### config.mk
export PLATFORM = sky130hd
export DESIGN_NAME = dsr_register_map
export DESIGN_NICKNAME = d
export VERILOG_FILES = /design/src/hdl/dsr_pkg.sv /design/src/hdl/dsr_err_latch.sv /design/src/hdl/dsr_commit_ctrl.sv /design/src/hdl/dsr_register_map.sv
export VERILOG_INCLUDE_DIRS = /design/src /design/src/hdl
export SDC_FILE = /design/constraint.sdc
export NUM_CORES = 1
export LEC_CHECK = 0
export BUFFER_PORTS_ARGS = -buffer_cell sky130_fd_sc_hd__buf_2
export CORE_MARGIN = 3
export CORE_UTILIZATION = 35
export CTS_BUF_LIST = sky130_fd_sc_hd__clkbuf_4
export DETAILED_ROUTE_END_ITERATION = 12
export SYNTH_ARGS = -nofsm -noshare
export SYNTH_HDL_FRONTEND = slang
export SYNTH_SLANG_ARGS = --single-unit
### constraint.sdc
create_clock -name clk -period 61.8 [get_ports clk]
set_clock_uncertainty 0.2 [all_clocks]
set_input_delay 12.36 -clock clk [delete_from_list [all_inputs] [get_ports clk]]
set_output_delay 12.36 -clock clk [all_outputs]
set_load 0.02 [all_outputs]
### src/hdl/dsr_regs.svh
// register offsets, field positions, reset values and answer codes of the drive
// serial register map; assumes 16-bit registers addressed by 16-bit numbers
`ifndef DSR_REGS_SVH
`define DSR_REGS_SVH

// ******************************
// register numbers
// ******************************
`define DSR_ADDR_OP_SIGNAL 16'h0001
`define DSR_ADDR_FREQ_REF 16'h0002
`define DSR_ADDR_DOUT_STATUS 16'h002D
`define DSR_ADDR_DC_BUS 16'h0031
`define DSR_ADDR_TORQUE_POWER 16'h0032
`define DSR_ADDR_PID_FEEDBACK 16'h0038
`define DSR_ADDR_PID_INPUT 16'h0039
`define DSR_ADDR_PID_OUTPUT 16'h003A
`define DSR_ADDR_CPU_SW 16'h003B
`define DSR_ADDR_FLASH_SW 16'h003C
`define DSR_ADDR_COMM_ERR 16'h003D
`define DSR_ADDR_POWER_RATING 16'h003E
`define DSR_ADDR_CONTROL_METHOD 16'h003F
`define DSR_ADDR_COMMIT_NV 16'h0900
`define DSR_ADDR_COMMIT_RAM 16'h0910
`define DSR_ADDR_PARAM_BASE 16'h0100

// ******************************
// field positions
// ******************************
`define DSR_OP_RUN 0
`define DSR_OP_REVERSE 1
`define DSR_OP_EXT_FAULT 4
`define DSR_OP_FAULT_RESET 5
`define DSR_OP_DIN_LSB 12
`define DSR_OP_DEFINED_MASK 16'hF033
`define DSR_DOUT_LSB 1
`define DSR_ERR_CRC 0
`define DSR_ERR_LENGTH 1
`define DSR_ERR_PARITY 3
`define DSR_ERR_OVERRUN 4
`define DSR_ERR_FRAMING 5
`define DSR_ERR_TIMEOUT 6

// ******************************
// reset values and codes
// ******************************
`define DSR_OP_RESET 16'h0000
`define DSR_FREQ_RESET 16'h0000
`define DSR_PARAM_RESET 16'h0000
`define DSR_COMMIT_VALUE 16'h0000
`define DSR_CODE_NONE 8'h00
`define DSR_CODE_BAD_ADDR 8'h02
`define DSR_CODE_BAD_DATA 8'h21
`define DSR_CODE_WRITE_MODE 8'h22
`define DSR_CODE_BUSY 8'h24

`endif

### src/hdl/dsr_pkg.sv
// shared types of the drive serial register map
// assumes the constants header is included by each user
package dsr_pkg;

  // ******************************
  // register kinds after decode
  // ******************************
  typedef enum logic [2:0] {
    KIND_NONE = 3'b000,
    KIND_OP = 3'b001,
    KIND_FREQ = 3'b010,
    KIND_MON = 3'b011,
    KIND_COMMIT_NV = 3'b100,
    KIND_COMMIT_RAM = 3'b101,
    KIND_PARAM = 3'b110
  } dsr_kind_e;

  // ******************************
  // commit walker states
  // ******************************
  typedef enum logic [0:0] {
    COMMIT_IDLE = 1'b0,
    COMMIT_COPY = 1'b1
  } dsr_commit_e;

endpackage

### src/hdl/dsr_err_latch.sv
// sticky communication error detail word
// assumes error events are one-cycle pulses on clk from the link receiver
`timescale 1ns/100ps
`include "dsr_regs.svh"

module dsr_err_latch (
  input wire logic clk,
  input wire logic rst,
  input wire logic [5:0] errEvent,
  input wire logic clear,
  output logic [15:0] errDetail
);

  // ******************************
  // state
  // ******************************
  typedef struct packed {
    logic [15:0] detail; // latched error bits
  } dsr_latch_s;

  // event slot to bit position: crc, length, parity, overrun, framing, time-out
  localparam int BIT_POS [6] = '{`DSR_ERR_CRC, `DSR_ERR_LENGTH, `DSR_ERR_PARITY,
                                 `DSR_ERR_OVERRUN, `DSR_ERR_FRAMING, `DSR_ERR_TIMEOUT};

  dsr_latch_s st_reg;
  dsr_latch_s st_next;

  // ******************************
  // next state
  // ******************************
  // clear first, then set: a new error in the clearing cycle survives
  always_comb begin
    st_next = st_reg;
    if (clear) begin
      st_next.detail = 16'h0000;
    end
    for (int i = 0; i < 6; i++) begin
      if (errEvent[i]) begin
        st_next.detail[BIT_POS[i]] = 1'b1;
      end
    end
  end

  // registers
  always_ff @(posedge clk or posedge rst) begin
    if (rst) begin
      st_reg <= '0;
    end else begin
      st_reg <= st_next;
    end
  end

  assign errDetail = st_reg.detail;

endmodule

### src/hdl/dsr_commit_ctrl.sv
// walker that copies staged parameters one word per cycle
// assumes start pulses come only while busy is low
`timescale 1ns/100ps

module dsr_commit_ctrl #(
  parameter int DEPTH = 16,
  parameter int IDX_W = 4
) (
  input wire logic clk,
  input wire logic rst,
  input wire logic startNv,
  input wire logic startRam,
  output logic busy,
  output logic copyEn,
  output logic [IDX_W-1:0] copyIdx,
  output logic toEeprom,
  output logic done
);

  // ******************************
  // state
  // ******************************
  typedef struct packed {
    dsr_pkg::dsr_commit_e fsm; // idle or copying
    logic [IDX_W-1:0] idx; // word being copied
    logic nv; // also store to eeprom
    logic done; // last word copied
  } dsr_commit_s;

  localparam logic [IDX_W-1:0] LAST_IDX = IDX_W'(DEPTH - 1);

  dsr_commit_s st_reg;
  dsr_commit_s st_next;

  // ******************************
  // next state
  // ******************************
  always_comb begin
    st_next = st_reg;
    st_next.done = 1'b0;
    unique case (st_reg.fsm)
      dsr_pkg::COMMIT_IDLE: begin
        // a start while copying would tear the active set, so only idle starts
        if (startNv || startRam) begin
          st_next.fsm = dsr_pkg::COMMIT_COPY;
          st_next.idx = '0;
          st_next.nv = startNv;
        end
      end
      dsr_pkg::COMMIT_COPY: begin
        if (st_reg.idx == LAST_IDX) begin
          st_next.fsm = dsr_pkg::COMMIT_IDLE;
          st_next.done = 1'b1;
        end else begin
          st_next.idx = st_reg.idx + 1'b1;
        end
      end
    endcase
  end

  // registers
  always_ff @(posedge clk or posedge rst) begin
    if (rst) begin
      st_reg <= '0;
    end else begin
      st_reg <= st_next;
    end
  end

  assign busy = (st_reg.fsm == dsr_pkg::COMMIT_COPY);
  assign copyEn = busy;
  assign copyIdx = st_reg.idx;
  assign toEeprom = st_reg.nv;
  assign done = st_reg.done;

endmodule

### src/hdl/dsr_register_map.sv
// slave-side register map of the drive serial interface
// assumes a framer on clk that hands over one decoded register access at a time
// and that all monitor and event inputs come from logic on clk
`timescale 1ns/100ps
`include "dsr_regs.svh"

// How it works
// - output status bits 1-4 mirror transistor outputs
// - error detail bits set per error kind
// - error bits stay until fault reset clears
// - operation bits 0,1 give run and reverse
// - operation bits 4,5 give fault and reset
// - operation bits C-F drive digital inputs 5-8
// - undefined operation bits use local node values
// - operation and frequency registers are read-write
// - written parameters wait in staging area
// - master writes zero to commit register
// - first commit also stores eeprom, second RAM only
// - reading commit registers answers code two
// - PID feedback unsigned, input/output signed, 10 per percent
// - address-zero writes to operation and frequency execute, all without any answer
module dsr_register_map #(
  parameter int PARAM_DEPTH = 16,
  parameter int IDX_W = 4
) (
  input wire logic clk,
  input wire logic rst,
  // register access from the message framer
  input wire logic reqValid,
  input wire logic reqWrite,
  input wire logic reqBroadcast,
  input wire logic [15:0] reqAddr,
  input wire logic [15:0] reqWdata,
  output logic rspValid,
  output logic [15:0] rspData,
  output logic rspError,
  output logic [7:0] rspErrorCode,
  // monitored quantities
  input wire logic [3:0] transistorOutput,
  input wire logic [15:0] dcBusVoltage,
  input wire logic [15:0] torqueValue,
  input wire logic [15:0] outputPowerValue,
  input wire logic outputPowerDisplayItem,
  input wire logic [15:0] pidFeedback,
  input wire logic signed [15:0] pidInput,
  input wire logic signed [15:0] pidOutput,
  input wire logic [15:0] cpuSoftwareNumber,
  input wire logic [15:0] flashSoftwareNumber,
  input wire logic [15:0] powerRating,
  input wire logic [15:0] controlMethod,
  // link error events and local signals
  input wire logic [5:0] commErrEvent,
  input wire logic faultResetIn,
  input wire logic [15:0] localOpSignal,
  // drive-side command outputs
  output logic [15:0] opSignal,
  output logic runCommand,
  output logic reverseCommand,
  output logic externalFault,
  output logic faultResetCommand,
  output logic [3:0] digitalInputFiveToEight,
  output logic [15:0] frequencyReference,
  // parameter store
  output logic [PARAM_DEPTH*16-1:0] paramActive,
  output logic commitBusy,
  output logic commitDone,
  output logic eepromWrite,
  output logic [IDX_W-1:0] eepromAddr,
  output logic [15:0] eepromData
);

  // ******************************
  // state
  // ******************************
  typedef struct packed {
    logic [15:0] opReg; // broadcast operation signal as written
    logic [15:0] freqReg; // broadcast frequency reference
    logic [15:0] opMerged; // written bits merged with local bits
    logic [PARAM_DEPTH-1:0][15:0] stage; // staged parameter words
    logic [PARAM_DEPTH-1:0][15:0] active; // parameters in effect
    logic rspValid; // answer strobe
    logic [15:0] rspData; // read data, zero on error
    logic [7:0] rspCode; // answer code
    logic faultPulse; // fault reset, one cycle
    logic eepromWe; // eeprom store strobe
    logic [IDX_W-1:0] eepromAddr; // word being stored
    logic [15:0] eepromData; // value being stored
  } dsr_map_s;

  dsr_map_s st_reg;
  dsr_map_s st_next;

  logic [15:0] errDetail; // sticky error bits
  logic startNv; // commit with eeprom store
  logic startRam; // commit to RAM only
  logic busy; // commit walk running
  logic copyEn; // copy one word this cycle
  logic [IDX_W-1:0] copyIdx; // word to copy
  logic toEeprom; // walk also stores eeprom
  logic walkDone; // walk finished

  // ******************************
  // decode
  // ******************************
  // used by both the read and the write path so they can never disagree
  function automatic dsr_pkg::dsr_kind_e decodeKind(input logic [15:0] a);
    logic [15:0] off;
    off = a - `DSR_ADDR_PARAM_BASE;
    if (a == `DSR_ADDR_OP_SIGNAL) begin
      return dsr_pkg::KIND_OP;
    end else if (a == `DSR_ADDR_FREQ_REF) begin
      return dsr_pkg::KIND_FREQ;
    end else if (a == `DSR_ADDR_COMMIT_NV) begin
      return dsr_pkg::KIND_COMMIT_NV;
    end else if (a == `DSR_ADDR_COMMIT_RAM) begin
      return dsr_pkg::KIND_COMMIT_RAM;
    end else if (a >= `DSR_ADDR_PARAM_BASE && off < 16'(PARAM_DEPTH)) begin
      return dsr_pkg::KIND_PARAM;
    end
    // gaps inside the monitor block are unmapped
    unique case (a)
      `DSR_ADDR_DOUT_STATUS, `DSR_ADDR_DC_BUS, `DSR_ADDR_TORQUE_POWER,
      `DSR_ADDR_PID_FEEDBACK, `DSR_ADDR_PID_INPUT, `DSR_ADDR_PID_OUTPUT,
      `DSR_ADDR_CPU_SW, `DSR_ADDR_FLASH_SW, `DSR_ADDR_COMM_ERR,
      `DSR_ADDR_POWER_RATING, `DSR_ADDR_CONTROL_METHOD: return dsr_pkg::KIND_MON;
      default: return dsr_pkg::KIND_NONE;
    endcase
  endfunction

  // monitor read mux, all sixteen bits wide
  function automatic logic [15:0] monRead(input logic [15:0] a);
    logic [15:0] d;
    d = 16'h0000;
    unique case (a)
      `DSR_ADDR_DOUT_STATUS: d[`DSR_DOUT_LSB +: 4] = transistorOutput;
      `DSR_ADDR_DC_BUS: d = dcBusVoltage;
      // one number, two quantities: the display item picks which
      `DSR_ADDR_TORQUE_POWER: d = outputPowerDisplayItem ? outputPowerValue : torqueValue;
      `DSR_ADDR_PID_FEEDBACK: d = pidFeedback;
      `DSR_ADDR_PID_INPUT: d = 16'(pidInput);
      `DSR_ADDR_PID_OUTPUT: d = 16'(pidOutput);
      `DSR_ADDR_CPU_SW: d = cpuSoftwareNumber;
      `DSR_ADDR_FLASH_SW: d = flashSoftwareNumber;
      `DSR_ADDR_COMM_ERR: d = errDetail;
      `DSR_ADDR_POWER_RATING: d = powerRating;
      `DSR_ADDR_CONTROL_METHOD: d = controlMethod;
      default: d = 16'h0000;
    endcase
    return d;
  endfunction

  // ******************************
  // next state
  // ******************************
  always_comb begin
    dsr_pkg::dsr_kind_e kind;
    logic [15:0] off;
    logic [IDX_W-1:0] pIdx;
    logic [7:0] code;
    logic [15:0] data;
    kind = decodeKind(reqAddr);
    off = reqAddr - `DSR_ADDR_PARAM_BASE;
    pIdx = off[IDX_W-1:0];
    code = `DSR_CODE_NONE;
    data = 16'h0000;
    st_next = st_reg;
    st_next.rspValid = 1'b0;
    st_next.faultPulse = faultResetIn;
    st_next.eepromWe = 1'b0;
    startNv = 1'b0;
    startRam = 1'b0;

    // commit walk: copy one staged word per cycle into the active set
    if (copyEn) begin
      st_next.active[copyIdx] = st_reg.stage[copyIdx];
      st_next.eepromWe = toEeprom;
      st_next.eepromAddr = copyIdx;
      st_next.eepromData = st_reg.stage[copyIdx];
    end

    if (reqValid) begin
      if (reqWrite && reqBroadcast && kind != dsr_pkg::KIND_OP
          && kind != dsr_pkg::KIND_FREQ) begin
        // broadcast beyond the operation block is not executed
        code = `DSR_CODE_BAD_ADDR;
      end else if (reqWrite) begin
        unique case (kind)
          dsr_pkg::KIND_OP: begin
            st_next.opReg = reqWdata;
            if (reqWdata[`DSR_OP_FAULT_RESET]) begin
              st_next.faultPulse = 1'b1;
            end
          end
          dsr_pkg::KIND_FREQ: begin
            st_next.freqReg = reqWdata;
          end
          dsr_pkg::KIND_PARAM: begin
            // staging is frozen while the walk reads it
            if (busy) begin
              code = `DSR_CODE_BUSY;
            end else begin
              st_next.stage[pIdx] = reqWdata;
            end
          end
          dsr_pkg::KIND_COMMIT_NV, dsr_pkg::KIND_COMMIT_RAM: begin
            if (reqWdata != `DSR_COMMIT_VALUE) begin
              code = `DSR_CODE_BAD_DATA;
            end else if (busy) begin
              code = `DSR_CODE_BUSY;
            end else begin
              startNv = (kind == dsr_pkg::KIND_COMMIT_NV);
              startRam = (kind == dsr_pkg::KIND_COMMIT_RAM);
            end
          end
          dsr_pkg::KIND_MON: begin
            code = `DSR_CODE_WRITE_MODE;
          end
          dsr_pkg::KIND_NONE: begin
            code = `DSR_CODE_BAD_ADDR;
          end
        endcase
      end else begin
        unique case (kind)
          dsr_pkg::KIND_OP: data = st_reg.opReg;
          dsr_pkg::KIND_FREQ: data = st_reg.freqReg;
          dsr_pkg::KIND_MON: data = monRead(reqAddr);
          dsr_pkg::KIND_PARAM: data = st_reg.stage[pIdx];
          dsr_pkg::KIND_COMMIT_NV, dsr_pkg::KIND_COMMIT_RAM: begin
            code = `DSR_CODE_BAD_ADDR;
          end
          dsr_pkg::KIND_NONE: code = `DSR_CODE_BAD_ADDR;
        endcase
      end
      // broadcast writes to operation and frequency run; all broadcast writes stay silent and leave the last answer standing
      st_next.rspValid = !(reqWrite && reqBroadcast);
      if (st_next.rspValid) begin
        st_next.rspCode = code;
        st_next.rspData = (code == `DSR_CODE_NONE) ? data : 16'h0000;
      end
    end

    // defined bits from the broadcast word, the rest from the local node
    st_next.opMerged = (st_next.opReg & `DSR_OP_DEFINED_MASK)
                     | (localOpSignal & ~`DSR_OP_DEFINED_MASK);
  end

  // ******************************
  // registers
  // ******************************
  always_ff @(posedge clk or posedge rst) begin
    if (rst) begin
      st_reg <= '0;
      st_reg.opReg <= `DSR_OP_RESET;
      st_reg.freqReg <= `DSR_FREQ_RESET;
      st_reg.stage <= {PARAM_DEPTH{`DSR_PARAM_RESET}};
      st_reg.active <= {PARAM_DEPTH{`DSR_PARAM_RESET}};
    end else begin
      st_reg <= st_next;
    end
  end

  // ******************************
  // helpers
  // ******************************
  // error latch cleared by the registered fault reset pulse
  dsr_err_latch u_err (
    .clk(clk),
    .rst(rst),
    .errEvent(commErrEvent),
    .clear(st_reg.faultPulse),
    .errDetail(errDetail)
  );

  // commit walker
  dsr_commit_ctrl #(
    .DEPTH(PARAM_DEPTH),
    .IDX_W(IDX_W)
  ) u_commit (
    .clk(clk),
    .rst(rst),
    .startNv(startNv),
    .startRam(startRam),
    .busy(busy),
    .copyEn(copyEn),
    .copyIdx(copyIdx),
    .toEeprom(toEeprom),
    .done(walkDone)
  );

  // ******************************
  // outputs
  // ******************************
  assign rspValid = st_reg.rspValid;
  assign rspData = st_reg.rspData;
  assign rspErrorCode = st_reg.rspCode;
  assign rspError = (st_reg.rspCode != `DSR_CODE_NONE);
  assign opSignal = st_reg.opMerged;
  assign runCommand = st_reg.opMerged[`DSR_OP_RUN];
  assign reverseCommand = st_reg.opMerged[`DSR_OP_REVERSE];
  assign externalFault = st_reg.opMerged[`DSR_OP_EXT_FAULT];
  assign faultResetCommand = st_reg.faultPulse;
  assign digitalInputFiveToEight = st_reg.opMerged[`DSR_OP_DIN_LSB +: 4];
  assign frequencyReference = st_reg.freqReg;
  assign paramActive = st_reg.active;
  assign commitBusy = busy;
  assign commitDone = walkDone;
  assign eepromWrite = st_reg.eepromWe;
  assign eepromAddr = st_reg.eepromAddr;
  assign eepromData = st_reg.eepromData;

endmodule

==> flow_metrics.py <==
metrics = {
    "run_status": {
        "status": "completed",
    },
    "synthesis": {
        "avgSynthCellArea_um2": 11.9,
        "syn_inst": 2600,
        "synth-seq-cells": 608,
        "seq_area_frac_synth_pct": 49.3,
        "synth.distinct_cells": 73,
        "async_reset_ff_share_pct": 100,
        "synth_most_common_cell": "dfrtp_1",
        "syn_area_um2": 30900,
        "yosys.area.top_type": "dfrtp_1",
        "synth_ff_type": "dfrtp_1",
        "yosys_warnings": 0,
        "synth_commonest_cells": "608 x dfrtp_1, 351 x nand2_1, 336 x buf_4, 289 x o21ai_0, 283 x mux2_2",
        "synth-edff-count": 0,
        "synthTopCellsByArea": "dfrtp_1 49%, mux4_2 11%, mux2_2 10%, buf_4 8.2%, o21ai_0 4.7%",
        "synth_top_area_share_pct": 49.3,
    },
    "worst_setup_path": {
        "cp-end-kind": "flip-flop",
        "cp.required_ns": 62.49,
        "start_kind": "input pin",
        "criticalPathCategory": "in -> reg",
        "path_max_fanout": 52,
        "r2r-end": "paramActive[223]",
        "reg2reg_slack_ns": 57.81,
        "reg2reg_from": "u_commit.copyIdx[0]",
        "r2r_cells": 5,
        "crit_arrival_ns": 16.27,
    },
    "sta": {
        "clock.fmax_mhz": 64.2,
        "slew_violations": 0,
        "slew_headroom_pct": 15.8,
        "fin_crit_ns": 15.58,
        "worst_pin_slew_ns": 1.25,
        "tns_ns": 0,
        "setup_violations": 0,
        "rsz0062_at_grt": "no",
        "post-route-period-util_pct": 25.2,
        "hold_violations": 0,
    },
    "clocking": {
        "cts_hold_buf": 0,
        "cts_resized": 0,
        "cts_sinks": 608,
        "cts_tree": "built",
        "numCtsBuffers": 167,
        "post_cts_buffers": 0,
        "cts_buffer_depth": 3,
        "clk_latency_ns": 1.05,
        "htreeDepth": 4,
        "clock-root-buffer": "clkbuf_4",
        "cts.clk_slew.worst_paths_ns": 0.07,
    },
    "routing": {
        "wl_per_cell_um": 24.0,
        "routed_wl_um": 98900,
        "drt_iter0_markers": 2022,
        "drc": 0,
        "vias": 21600,
        "firstDrtPassIters": 7,
        "via_per_inst": 5.25,
        "ant_nets": 0,
    },
    "place": {
        "gp_congestion": 0.967,
        "dpl_cell_area_um2": 32400,
        "post-dp-hpwl_um": 65400,
        "dpl.cell_count": 3836,
        "portBuffers": 557,
    },
    "grt": {
        "overflow": 0,
        "grt_pass1_wl_um": 143000,
        "grt_max_degree": 156,
        "grt_pass1_vias": 21400,
        "antenna_found_initial": 9,
        "track_usage_pct": 21.0,
    },
    "layout": {
        "final_layout_size_suffix_gt1_share_pct": 46.6,
        "areaGrowthSynthToFinish_pct": 11.3,
        "largest_register_ffs": 265,
        "stdcell_count": 4114,
        "fillers": 8602,
        "nets": 3079,
        "final_core_util_pct": 39.4,
        "fin_area_um2": 34400,
    },
    "die": {
        "core_um2": 87200,
        "die_h_um": 303,
        "die_area_um2": 91800,
        "die_x_um": 303,
        "rows": 108,
        "io_pins": 570,
        "floorplan.initialDensity_pct": 35.4,
    },
    "flow_run": {
        "drv_cap": 0,
    },
    "hold_path": {
        "whs_path_depth": 2,
        "holdCritStartpoint": "paramActive[183]",
        "hold-path-endpoint": "paramActive[183]",
        "hold_class": "reg -> reg",
    },
    "pwr": {
        "leakagePower_nw": 17.2,
        "p_per_area_nw_per_um2": 22.9,
        "finalPower_uw": 787,
        "vdd_drop_max_uv": 16.2,
    },
}
==> worst max-delay path: stages <==
cell	delay (ns)
buf_4	0.13
buf_4	0.66
buf_4	0.79
nor3b_1	0.27
o21ai_0	0.10
a211oi_1	0.42
or3_1	0.20
nand4_1	0.78
a22oi_1	0.49
==> cell families (layout without fill, tap and decap cells) <==
group / after synthesis / after routing / synth area share [%]
AO/OA/AOI/OAI: 430 / 430 / 8.21
flip-flops: 608 / 608 / 49.3
multiplexers: 502 / 502 / 23.8
other: 1 / 11 / 0.0121
AND/OR/NAND/NOR: 503 / 503 / 7.54
adder cells (fa/ha/maj): 4 / 4 / 0.162
buffers and inverters: 552 / 901 / 11.0
==> placed cells by master, fill, tap and decap left out, types with 8 or more instances in the layout <==
master    netlist  routed
o21ai_0       289     289
clkbuf_4        0     233
mux4_2        144     144
dfrtp_1       608     604
nand4_1        10      10
or4_1           8       8
a22oi_1        28      28
a221oi_1        9       9
mux2_4         30      30
a21oi_1        16      16
nor3_1          9       9
buf_2          17     555
and3_1          9       8
nor4_2          0       8
mux2_2        283     283
buf_4         336      61
o21ai_2         0      16
nor2_1         24      23
a222oi_1       14      14
nand2_1       351     351
a21o_1          8       8
mux2i_1        38      38
clkinv_1        0      25
nand3_1        24      24
inv_1          13      12
nor4_1         19      11
==> routing by layer <==
metal  wire length (um)  vias to the layer above  track usage [%]
met5                 15                        -                0
met4               2580                        2             7.21
met3               9730                      189             7.39
met2              45800                     1008             32.3
met1              40700                    10900             27.7
li1                   -                     9536                -
==> worst max path at each step <==
stage                                to        from  cells past startpoint
after detailed placement    st_reg[600]  reqAddr[1]                      8
final                       rspData[13]  reqAddr[1]                      9
after global routing         rspData[9]  reqAddr[1]                      9
after CTS                   rspData[12]  reqAddr[1]                      9
after global placement      rspData[12]  reqAddr[1]                      9
after floorplan           eepromAddr[0]         rst                      1
==> per-stage QoR <==
stage               hold WS, ns  worst slack (ns)
floorplan                 0.245             32.22
global placement          0.255             45.30
detailed placement        0.264             45.32
CTS                       0.277             46.44
global route              0.288             46.05
finish                    0.269             46.22
==> area by class of cell <==
class                   count  area, um2  share of cell area (%)
clock buffers             233       1750                    5.09
well taps                1155       1450                    4.21
clock inverters            38        224                   0.652
repair buffers            617       3260                    9.48
diodes                      7       17.5                  0.0510
flip-flops and latches    608      15200                    44.3
multi-input cells        1443      12400                    36.1
inverters                  13       56.3                   0.164
==> power breakdown <==
part | internal, mW | leakage, nW | switching, mW | total [mW]
registers | 0.399 | 8.41 | 0.000458 | 0.399
logic | 0.0106 | 7.59 | 0.0248 | 0.0354
clock network | 0.180 | 1.17 | 0.172 | 0.352
No activity file was read; power rests on OpenSTA's default activity.
